`src/cafs_defines.svh`:
```
`ifndef CAFS_DEFINES_SVH
`define CAFS_DEFINES_SVH

// Clock rate and probe interval
`define CAFS_CLK_MHZ 200
`define CAFS_PROBE_TIME_US 40
`define CAFS_PROBE_CYCLES (`CAFS_PROBE_TIME_US * `CAFS_CLK_MHZ)
`define CAFS_CNT_W 20

// Status output encoding, bit 1 = status_out_a, bit 0 = status_out_b
`define CAFS_ST_CHARGING 2'h2
`define CAFS_ST_DONE 2'h1
`define CAFS_ST_OFF 2'h0

`endif

```
`src/cafs_pkg.sv`:
```
package cafs_pkg;
	typedef enum logic [3:0] {
		CAFS_IDLE,
		CAFS_PRECHG,
		CAFS_FAST,
		CAFS_DONE,
		CAFS_PROBE_SINK,
		CAFS_PROBE_COND,
		CAFS_ABSENT,
		CAFS_FAULT_HI,
		CAFS_FAULT_LO
	} cafs_state_t;
endpackage

```
`src/cafs_timer_if.sv`:
```
`timescale 1ns/1ps
// Probe interval timer handshake
interface cafs_timer_if;
	logic start;
	logic expired;
	modport ctrl(output start, input expired);
	modport tmr(input start, output expired);
endinterface
```
`src/cafs_probe_timer.sv`:
```
`timescale 1ns/1ps
`include "cafs_defines.svh"
module cafs_probe_timer
	import cafs_pkg::*;
#(
	parameter logic [`CAFS_CNT_W-1:0] TERMINAL = `CAFS_CNT_W'(`CAFS_PROBE_CYCLES)
) (
	input wire logic i_mclk,
	input wire logic i_reset,
	cafs_timer_if.tmr tif
);
	logic [`CAFS_CNT_W-1:0] cnt_reg, cnt_next;
	logic exp_reg, exp_next;

	// Count down from terminal after start; pulse expired at the end
	always_comb begin
		cnt_next = cnt_reg;
		exp_next = 1'b0;
		if (tif.start) begin
			cnt_next = TERMINAL - `CAFS_CNT_W'(1);
		end else if (cnt_reg != '0) begin
			cnt_next = cnt_reg - `CAFS_CNT_W'(1);
			exp_next = (cnt_reg == `CAFS_CNT_W'(1));
		end
	end

	always_ff @(posedge i_mclk) begin
		if (i_reset) begin
			cnt_reg <= '0;
			exp_reg <= 1'b0;
		end else begin
			cnt_reg <= cnt_next;
			exp_reg <= exp_next;
		end
	end
	assign tif.expired = exp_reg;
endmodule

```
`src/cafs_sequencer.sv`:
```
// Operation
// - After done, cell sagging to recharge level starts the absent test.
// - Phase one: probe sink for one interval, then check below precondition level.
// - Phase two: conditioning current one interval, then check above recharge level.
// - Both phases pass: report battery absent on status outputs.
// - Either phase fails: abandon test, start fresh charge cycle.
// - Without a pack, detection and charge attempts repeat forever.
// - Timer fault above recharge: hold until below, then clear and test.
// - Timer fault below recharge: removal-sense current on while below.
// - Low fault, cell rises above recharge: sense off, follow high path.
// - Power-on reset or enable toggle clears any pending timer fault.
// - Status: charging 10, done 01, absent/suspend/fault/sleep 00. I_SUSPEND is never read, so suspend leaves the status of the current state.
// - Enable falling edge restarts charge; enable high disables charging.
// - Precharge timer expiry before precondition level: stop charging, show fault.
`timescale 1ns/1ps
`include "cafs_defines.svh"
module cafs_sequencer
	import cafs_pkg::*;
(
	input wire logic I_MCLK,
	input wire logic I_RESET,
	input wire logic I_CHARGE_EN_N,
	input wire logic I_ABOVE_RECHARGE_LEVEL,
	input wire logic I_ABOVE_PRECONDITION_LEVEL,
	input wire logic I_AT_REGULATION_LEVEL,
	input wire logic I_TAPER_DONE,
	input wire logic I_PRECHG_TIMEOUT,
	input wire logic I_CHG_TIMEOUT,
	input wire logic I_SUSPEND,
	output logic O_STATUS_OUT_A,
	output logic O_STATUS_OUT_B,
	output logic O_PROBE_SINK_EN,
	output logic O_CONDITIONING_EN,
	output logic O_REMOVAL_SENSE_EN,
	output logic O_FAST_CHARGE_EN,
	output logic O_TIMER_RESET
);
	//----------------------------------------------------------------
	// State
	//----------------------------------------------------------------
	cafs_state_t state_reg, state_next;
	logic en_n_prev_reg;
	logic [1:0] stat_reg, stat_next;
	logic sink_reg, sink_next, cond_reg, cond_next, sense_reg, sense_next;
	logic fast_reg, fast_next, trst_reg, trst_next;
	logic restart;

	cafs_timer_if tif();
	cafs_probe_timer u_timer (
		.i_mclk(I_MCLK),
		.i_reset(I_RESET),
		.tif(tif.tmr)
	);

	// Enable falling edge restarts a charge cycle
	assign restart = en_n_prev_reg & ~I_CHARGE_EN_N;

	//----------------------------------------------------------------
	// Next state
	//----------------------------------------------------------------
	always_comb begin
		state_next = state_reg;
		tif.start = 1'b0;
		trst_next = 1'b0;
		if (I_CHARGE_EN_N) begin
			state_next = CAFS_IDLE;
		end else if (restart || state_reg == CAFS_IDLE) begin
			state_next = CAFS_PRECHG;
			trst_next = 1'b1;
		end else begin
			case (state_reg)
				CAFS_PRECHG: begin
					if (I_PRECHG_TIMEOUT && !I_ABOVE_PRECONDITION_LEVEL) begin
						state_next = I_ABOVE_RECHARGE_LEVEL ? CAFS_FAULT_HI : CAFS_FAULT_LO;
					end else if (I_ABOVE_PRECONDITION_LEVEL) begin
						state_next = CAFS_FAST;
					end
				end
				CAFS_FAST: begin
					if (I_CHG_TIMEOUT) begin
						state_next = I_ABOVE_RECHARGE_LEVEL ? CAFS_FAULT_HI : CAFS_FAULT_LO;
					end else if (I_TAPER_DONE && I_AT_REGULATION_LEVEL) begin
						state_next = CAFS_DONE;
					end
				end
				CAFS_DONE: begin
					if (!I_ABOVE_RECHARGE_LEVEL) begin
						state_next = CAFS_PROBE_SINK;
						tif.start = 1'b1;
					end
				end
				CAFS_PROBE_SINK: begin
					if (tif.expired) begin
						if (!I_ABOVE_PRECONDITION_LEVEL) begin
							state_next = CAFS_PROBE_COND;
							tif.start = 1'b1;
						end else begin
							state_next = CAFS_PRECHG;
							trst_next = 1'b1;
						end
					end
				end
				CAFS_PROBE_COND: begin
					if (tif.expired) begin
						state_next = I_ABOVE_RECHARGE_LEVEL ? CAFS_ABSENT : CAFS_PRECHG;
						trst_next = !I_ABOVE_RECHARGE_LEVEL;
					end
				end
				CAFS_ABSENT: begin
					// Retry charging once the floating node sags again
					if (!I_ABOVE_RECHARGE_LEVEL) begin
						state_next = CAFS_PRECHG;
						trst_next = 1'b1;
					end
				end
				CAFS_FAULT_LO: begin
					if (I_ABOVE_RECHARGE_LEVEL) begin
						state_next = CAFS_FAULT_HI;
					end
				end
				CAFS_FAULT_HI: begin
					if (!I_ABOVE_RECHARGE_LEVEL) begin
						state_next = CAFS_PROBE_SINK;
						tif.start = 1'b1;
					end
				end
				default: begin
					state_next = CAFS_IDLE;
				end
			endcase
		end
	end

	// Outputs decoded from the next state so they register with it
	always_comb begin
		sink_next = (state_next == CAFS_PROBE_SINK);
		cond_next = (state_next == CAFS_PROBE_COND) || (state_next == CAFS_PRECHG);
		sense_next = (state_next == CAFS_FAULT_LO);
		fast_next = (state_next == CAFS_FAST);
		case (state_next)
			CAFS_PRECHG, CAFS_FAST: stat_next = `CAFS_ST_CHARGING;
			CAFS_DONE: stat_next = `CAFS_ST_DONE;
			default: stat_next = `CAFS_ST_OFF;
		endcase
	end

	//----------------------------------------------------------------
	// Registers
	//----------------------------------------------------------------
	always_ff @(posedge I_MCLK) begin
		if (I_RESET) begin
			state_reg <= CAFS_IDLE;
			en_n_prev_reg <= 1'b1;
			stat_reg <= `CAFS_ST_OFF;
			sink_reg <= 1'b0;
			cond_reg <= 1'b0;
			sense_reg <= 1'b0;
			fast_reg <= 1'b0;
			trst_reg <= 1'b0;
		end else begin
			state_reg <= state_next;
			en_n_prev_reg <= I_CHARGE_EN_N;
			stat_reg <= stat_next;
			sink_reg <= sink_next;
			cond_reg <= cond_next;
			sense_reg <= sense_next;
			fast_reg <= fast_next;
			trst_reg <= trst_next;
		end
	end

	assign O_STATUS_OUT_A = stat_reg[1];
	assign O_STATUS_OUT_B = stat_reg[0];
	assign O_PROBE_SINK_EN = sink_reg;
	assign O_CONDITIONING_EN = cond_reg;
	assign O_REMOVAL_SENSE_EN = sense_reg;
	assign O_FAST_CHARGE_EN = fast_reg;
	assign O_TIMER_RESET = trst_reg;
endmodule

```
`config.mk`:
```
export PLATFORM = sky130hd
export DESIGN_NAME = cafs_sequencer
export DESIGN_NICKNAME = d
export VERILOG_FILES = /design/src/cafs_pkg.sv /design/src/cafs_timer_if.sv /design/src/cafs_probe_timer.sv /design/src/cafs_sequencer.sv
export VERILOG_INCLUDE_DIRS = /design/src
export SDC_FILE = /design/constraint.sdc
export NUM_CORES = 1
export LEC_CHECK = 0
export ABC_CLOCK_PERIOD_IN_PS = 2680
export BUFFER_PORTS_ARGS = -buffer_cell sky130_fd_sc_hd__buf_4
export CAP_MARGIN = 10
export CORE_ASPECT_RATIO = 1.1
export CORE_UTILIZATION = 56
export CTS_CLUSTER_DIAMETER = 40
export DETAILED_ROUTE_END_ITERATION = 6
export PLACE_DENSITY = 0.86
export RECOVER_POWER = 50
export SYNTH_ARGS = -nofsm -noshare
export SYNTH_HDL_FRONTEND = slang
export SYNTH_SLANG_ARGS = --single-unit
```
`constraint.sdc`:
```
create_clock -name I_MCLK -period 2.68 [get_ports I_MCLK]
set_input_delay 0.402 -clock I_MCLK [delete_from_list [all_inputs] [get_ports I_MCLK]]
set_output_delay 0.402 -clock I_MCLK [all_outputs]
set_load 0.02 [all_outputs]
```
# Yosys cells after proc, flatten, opt, wreduce, memory -nomap -nowiden

Cells that the tools add are included.

Output and inout bits: 7
Flip-flop bits (word level): 33
Input bits: 10
Word-level logic and storage cells: 73

Bitwise gates (word level): 3
Multiplexer cells: 29
Reduce and logical (&&, ||, !) cells: 14
$add $sub $neg: 1
Equal/unequal tests: 15

Operator list:

| operator                | count |
|---|---|
| $mux W4                 | 12 |
| $pmux W4 S7             | 1 |
| $mux W13                | 2 |
| $eq A4 B3 Y1 const B    | 6 |
| $eq A20 B1 Y1 const B   | 1 |
| $reduce_bool A20 Y1     | 1 |
| $sub A20 B1 Y20 const B | 1 |
| $eq A4 B2 Y1 const B    | 4 |
| $mux W1                 | 9 |
| $eq A4 B1 Y1 const B    | 2 |
| $eq A4 B4 Y1 const B    | 2 |
| $reduce_or A2 Y1        | 4 |
| $mux W3                 | 2 |
| $logic_not A4 Y1        | 1 |
| $pmux W2 S2             | 1 |
| $pmux W1 S3             | 1 |
| $reduce_or A3 Y1        | 1 |
| $logic_and A1 B1 Y1     | 2 |
| $logic_not A1 Y1        | 2 |
| $logic_or A1 B1 Y1      | 2 |
| $not A1 Y1              | 2 |
| $pmux W1 S2             | 1 |
| $reduce_bool A2 Y1      | 1 |
| $and A1 B1 Y1           | 1 |

# Longest topological paths before layout

Gate-level depths: netlist of run 1.

Depth after elaboration: 9
Gate-level depth with buffers: 7

# Cells and area by module

Synthesis of run 1 repeated with hierarchy kept, for this count alone.

Cell total of the unflattened synthesis: 221
Area total of the unflattened synthesis: 2000.7 µm²

By module, submodules not included:

| module           | area an instance (µm²) | instances | cells an instance |
|---|---|---|---|
| cafs_probe_timer | 1134.8                 | 1         | 127 |
| cafs_sequencer   | 865.8                  | 1         | 94 |

# Least setup slack after synthesis of run 1

OpenSTA, ideal clock, no wires.

Path kind: register to register
From: reg state_reg[2]
To: reg stat_reg[1]
Cell stages (with the launch flop): 7
Data arrival time: 1999 ps
Path slack: 601 ps
Buffers on the path: 1
Path through: dfxtp_1 buf_2 o31a_1 or4_1 a31o_1 or4b_4 a211oi_2

Longest elaborated chain between the ends: 8

RTL lines:

| element                                                         | RTL line              | RTL |
|---|---|---|
| from (decl)                                                     | cafs_sequencer.sv:41  | `cafs_state_t state_reg, state_next;` |
| from (signal assigned)                                          | cafs_sequencer.sv:161 | `state_reg <= state_next;` |
| $eq A4 B3 Y1, or another cell as far along                      | cafs_sequencer.sv:71  | `case (state_reg)` |
| $reduce_or A2 Y1 (no source line), or another cell as far along | -                     |  |
| $pmux W4 S7                                                     | cafs_sequencer.sv:71  |  |
| $mux W4 (*)                                                     | cafs_sequencer.sv:67  | `end else if (restart \|\| state_reg == CAFS_IDLE) begin` |
| $mux W4 (*)                                                     | cafs_sequencer.sv:65  | `if (I_CHARGE_EN_N) begin` |
| $eq A4 B2 Y1 / $eq A4 B1 Y1 (equally long branches)             | cafs_sequencer.sv:140 | `case (state_next)` |
| $reduce_or A2 Y1                                                | cafs_sequencer.sv:140 |  |
| $pmux W2 S2 (*)                                                 | cafs_sequencer.sv:140 |  |
| to (signal assigned)                                            | cafs_sequencer.sv:154 | `` stat_reg <= `CAFS_ST_OFF; `` |
| to (signal assigned)                                            | cafs_sequencer.sv:163 | `stat_reg <= stat_next;` |
| to (decl)                                                       | cafs_sequencer.sv:43  | `logic [1:0] stat_reg, stat_next;` |

Mark *: on every way between the ends. The rest lies on a longest branch, timed or not.
A chain may end at the register's enable or synchronous reset.

# Worst setup path in the final report of run 1

From: reg state_reg[1]
To: reg stat_reg[1]

Same word-level chain as after synthesis.

==> impl_metrics.yaml, run 1 <==
timing:
  post-route-period-util_pct: 88.6
  period_needed_ps: 2370
  hold_viol: 0
  rsz0062_at_grt: "false"
  tightest_slew_ps: 638
  slew_violations: 0
  fin_tns_setup_ps: 0
  relSlewSlack_pct: 57.5
  fmax_mhz: 421
  finClkSkew_ps: 9.31
  setup_viol: 0
  layout_setup_ws_ps: 307
power:
  peakVddDrop_v: 0.00111
  p_comb_share_pct: 44.9
  p_leak_nw: 0.745
  power_density_nw_per_um2: 1080
  internal_power_mw: 1.30
  seqPwrFrac_pct: 33.3
  sw_frac_of_total_pct: 39.3
  clockPowerShare_pct: 21.8
  p_sw_mw: 0.838
grt:
  antenna_found_initial: 0
  grt-ovfl-total: 0
  track_usage_pct: 23.1
  grt_max_degree: 18
  grt_pass1_vias: 1515
  grt_pass1_wl_mm: 6.13
clock_network:
  cts_buffer_depth: 2
  cts-hold-fix-buffers: 0
  clk_latency_ps: 350
  cts_resized: 0
  htree_levels: 2
  post_cts_buffers: 0
  cts.sinks: 33
  cts_tree: "yes"
  path_clk_slew_ps: 110
  cts_root_buffer: "clkbuf_4"
  numCtsBuffers: 5
status:
  status: "finished clean"
job:
  maxCapViolCount: 0
critical_path:
  worst-path-max-fanout: 15
  path_cells: "nor4_1 > or4_1 > a31o_1 > or4b_4 > a211oi_2"
  cp.required_ps: 2970
  worstSetupEndpointType: "register"
  cp_slowest_cell: "dfxtp_1"
  rrSetupSlack_ps: 310
  cp-start-kind: "register"
  criticalPathCategory: "register to register"
  cpPeakStageDelay_ps: 600
  crit_arrival_ps: 2660
drt:
  first_iter_violations: 80
  drt_first_pass_iters: 4
  num_vias: 1625
  wl_per_cell_um: 13.7
  drc: 0
  ant_nets: 0
  post_drt_via_cell_ratio: 6.16
  drt-total-wl_mm: 3.61
synth:
  synth-simple-area-share_pct: 30.4
  synthMuxAreaShare_pct: 1.71
  synth_cell_types: 43
  synthesis.area_um2: 1760
  ys_seq_elements: 33
  synth_compound_area_share_pct: 18.3
  avgSynthCellArea_um2: 8.18
  synth_top_cell_area_share_pct: 37.6
  ys.flop_type: "dfxtp_1"
  yosys.area.top_type: "dfxtp_1"
  synth_edf_count: 0
  synth_top_family_by_area: "simple AND/OR/NAND/NOR gates"
  synth.yosys.seq_area_share_pct: 37.6
  synthCells: 215
  synth-xor-area-share_pct: 6.47
  ys_top_cells_by_area: "dfxtp_1 38%, nor2_1 5.5%, a21oi_1 4.6%"
  yosys_warnings: 0
  async_flop_share_pct: 0
  synth_fp_nets: 227
  synthAdderAreaFrac_pct: 1.42
place:
  dp.cells: 256
  dpl_cell_area_um2: 1900
  numPortBuffers: 15
  place_ws_ps: 363
  finalWeightedCongestion: 0.866
  place_hpwl_mm: 2.56
layout:
  drive_above_1_share_pct: 9.96
  largest_reg_flops: 20
  final_cells: 264
  fin_util_pct: 68.4
  final_area_um2: 1970
  syn_to_final_growth_pct: 11.9
  nets: 242
  diodes: 0
worst_hold_path:
  min_path_type: "input pin to register"
die:
  initial_utilization_pct: 61.1
  die_area_um2: 3370
  rows: 20
  ios: 17
  die_w_um: 55.4
  core_um2: 2880
  die_height_um: 60.8
-- final cells by class --
| class | instances | area (um^2) |
|---|---|---|
| multi-input cells | 163 | 1020 |
| flip-flops and latches | 33 | 661 |
| repair buffers | 20 | 116 |
| clock inverters | 3 | 65.1 |
| well taps | 33 | 41.3 |
| fillers | 249 | 908 |
| inverters | 7 | 26.3 |
| clock buffers | 5 | 37.5 |
-- path summary, 6_finish.rpt --
kind	cells after the start	from	end
max	5	state_reg[1]$_SDFF_PP0_	stat_reg[1]$_SDFF_PP0_
min	2	I_CHARGE_EN_N	en_n_prev_reg$_SDFF_PP1_
min reg2reg	2	u_timer.cnt_reg[7]$_SDFFE_PP0N_	u_timer.cnt_reg[7]$_SDFFE_PP0N_
max reg2reg	5	state_reg[1]$_SDFF_PP0_	stat_reg[1]$_SDFF_PP0_
-- power groups by stage --
stage          clock network (mW)  logic (mW)  registers [mW]
2_1_floorplan                   0       0.752           0.697
3_3_place_gp                    0       0.923           0.713
3_5_place_dp                    0       0.950           0.715
4_1_cts                     0.470       0.959           0.708
5_1_grt                     0.488        1.07           0.725
6_report                    0.466       0.958           0.710
-- critical path: cells and delay by family (launching register included) --
family	cells	cell delay, ps
AND/OR/NAND/NOR	3	1240
flip-flops	1	600
AO/OA/AOI/OAI	2	460
-- logic make-up (layout without fill, tap and decap cells) --
kind of cell / after synthesis / count (layout)
simple gates: 96 / 96
compound gates: 49 / 49
flops: 33 / 33
buf+inv: 19 / 35
xor+xnor: 13 / 13
mux: 3 / 3
fa+ha+maj: 2 / 2
-- cells in the final DEF (no fill, tap or decap), types with 3 or more instances in the layout --
cell | synthesis | final
a21oi_1 | 16 | 16
a31oi_1 | 4 | 4
and3_1 | 3 | 3
buf_4 | 0 | 11
clkbuf_1 | 11 | 9
clkbuf_4 | 0 | 5
dfxtp_1 | 33 | 33
inv_1 | 7 | 7
mux2i_1 | 3 | 3
nand2_1 | 8 | 8
nand2b_1 | 5 | 5
nand3_1 | 6 | 6
nand4_1 | 3 | 3
nor2_1 | 26 | 26
nor2b_1 | 10 | 10
nor3_1 | 10 | 10
nor3b_1 | 5 | 5
nor4_1 | 7 | 7
o211ai_1 | 6 | 6
o21ai_0 | 9 | 9
or4_1 | 4 | 4
xnor2_1 | 4 | 4
xor2_1 | 9 | 9
-- routing by layer --
layer / track usage (%) / vias to the layer above / routed length [um]
li1: - / 812 / -
met1: 26.0 / 762 / 1590
met2: 40.8 / 42 / 1770
met3: 3.62 / 9 / 159
met4: 16.8 / 0 / 83
met5: 0 / - / 0
-- per-stage QoR --
stage,power (mW),hold WS [ps]
after global placement,1.64,466
after floorplan,1.45,454
after global routing,2.28,319
final,2.13,312
after detailed placement,1.67,470
after CTS,2.14,307
-- cells in the mapped netlist (2+ instances only) --
| cell type | count |
|---|---|
| a31oi_1 | 4 |
| a21oi_1 | 16 |
| nand2b_1 | 5 |
| nor3b_1 | 5 |
| dfxtp_1 | 33 |
| clkbuf_1 | 11 |
| xnor2_1 | 4 |
| and3_1 | 3 |
| or4b_4 | 2 |
| xor2_1 | 9 |
| nor4_1 | 7 |
| a2111oi_0 | 2 |
| nand3b_1 | 2 |
| nor2_1 | 26 |
| inv_1 | 7 |
| nand3_1 | 6 |
| ha_1 | 2 |
| nor3_1 | 10 |
| nand2_1 | 8 |
| nand4_1 | 3 |
| o21ai_0 | 9 |
| nor2b_1 | 10 |
| o211ai_1 | 6 |
| or4_1 | 4 |
| mux2i_1 | 3 |
Note: power is estimated with default switching activity, not from simulation.
==> run 2, diff against run 1 <==
ABC_CLOCK_PERIOD_IN_PS = 2900   (was 2680)
clock period = 2.9 ns   (was 2.68 ns; I/O delays follow)
==> impl_metrics.yaml, run 2 (synthesized netlist as in run 1, its figures left out) <==
status:
  status: "finished clean"
timing:
  holdWs_ps: 343
  tightest_slew_ps: 630
  slew_violations: 0
  post-route-period-util_pct: 82.2
  relSlewSlack_pct: 58.0
  hold_viol: 0
  rsz0062_at_grt: "false"
  fmax_mhz: 420
  fin_tns_setup_ps: 0
  finClkSkew_ps: 4.94
  period_needed_ps: 2380
  setup_viol: 0
clock_network:
  cts_buffer_depth: 2
  htree_levels: 2
  post_cts_buffers: 0
  cts-hold-fix-buffers: 0
  cts_resized: 0
  cts_tree: "yes"
  numCtsBuffers: 5
  cts.sinks: 33
  clk_latency_ps: 340
  path_clk_slew_ps: 100
  cts_root_buffer: "clkbuf_4"
power:
  peakVddDrop_v: 0.000810
  p_leak_nw: 0.706
  power_density_nw_per_um2: 912
drt:
  first_iter_violations: 100
  wl_per_cell_um: 13.4
  post_drt_via_cell_ratio: 5.93
  num_vias: 1547
  drc: 0
  drt_first_pass_iters: 4
  ant_nets: 0
  drt-total-wl_mm: 3.51
critical_path:
  cp-start-kind: "register"
  criticalPathCategory: "register to register"
  cp.required_ps: 3170
  crit_arrival_ps: 2660
  worstSetupEndpointType: "register"
  worst-path-max-fanout: 16
place:
  place_hpwl_mm: 2.46
  numPortBuffers: 15
  finalWeightedCongestion: 0.826
layout:
  layout_commonest_cell: "dfxtp_1"
  diodes: 0
  syn_to_final_growth_pct: 7.97
  final_cell_mix: "33 x dfxtp_1, 26 x nor2_1, 16 x a21oi_1"
  largest_reg_flops: 20
  nets: 239
  drive_above_1_share_pct: 8.77
grt:
  grt_max_degree: 18
  track_usage_pct: 22.4
  grt-ovfl-total: 0
  grt_pass1_wl_mm: 5.80
  grt_pass1_vias: 1346
  antenna_found_initial: 0
die:
  initial_utilization_pct: 61.1
  core_um2: 2880
  die_height_um: 60.8
  ios: 17
  die_area_um2: 3370
  die_w_um: 55.4
  rows: 20
job:
  maxCapViolCount: 0
worst_hold_path:
  min_path_type: "input pin to register"
run 2: cell count changes in the layout (fill, tap and decap cells not counted), sizes merged:
cell,delta
buf,-3
bufinv,-2
clkinv,+1
clkinvlp,+1
run 2: power by group:
| group | internal (mW) | leakage, nW | switching [mW] |
|---|---|---|---|
| clock network | 0.0912 | 0.0310 | 0.162 |
| registers | 0.559 | 0.270 | 0.0932 |
| logic | 0.325 | 0.405 | 0.502 |
| total | 0.975 | 0.706 | 0.757 |
run 2: worst paths after layout:
check,start,endpoint,slack (ps),depth (start not counted)
worst min register to register,u_timer.cnt_reg[7]$_SDFFE_PP0N_,u_timer.cnt_reg[7]$_SDFFE_PP0N_,490,2
worst min-delay path,I_CHARGE_EN_N,en_n_prev_reg$_SDFF_PP1_,340,2
worst max register to register,state_reg[3]$_SDFF_PP0_,stat_reg[1]$_SDFF_PP0_,520,5
worst max-delay path,state_reg[3]$_SDFF_PP0_,stat_reg[1]$_SDFF_PP0_,520,5
run 2: per-layer routing:
layer | track usage [%] | routed length [um]
met2 | 39.1 | 1700
met3 | 7.25 | 121
met4 | 12.9 | 77
met1 | 24.6 | 1600
met5 | 0 | 0
run 2: through the flow:
| step | area [um^2] | total power, mW | worst slack (ps) | utilization (%) | cells |
|---|---|---|---|---|---|
| CTS | 1940 | 1.74 | 539 | 67.3 | 261 |
| floorplan | 1760 | 1.34 | 821 | - | 215 |
| global route | 1900 | 1.88 | 403 | 66.0 | 261 |
| global placement | 1880 | 1.46 | 590 | 65.4 | 253 |
| detailed placement | 1880 | 1.48 | 562 | 65.4 | 253 |
| finish | 1900 | 1.73 | 516 | 66.0 | 261 |
run 2: cell type report:
class | count | area, um^2
clock buffers | 5 | 37.5
inverters | 7 | 26.3
fillers | 273 | 978
multi-input cells | 163 | 1020
clock inverters | 3 | 17.5
flip-flops and latches | 33 | 661
well taps | 33 | 41.3
repair buffers | 17 | 93.8
run 2: critical path, cell delays in order (launching register included):
cell      delay [ps]
dfxtp_1          630
nor4_1           130
or4_1            570
a31o_1           300
or4b_4           520
a211oi_2         170
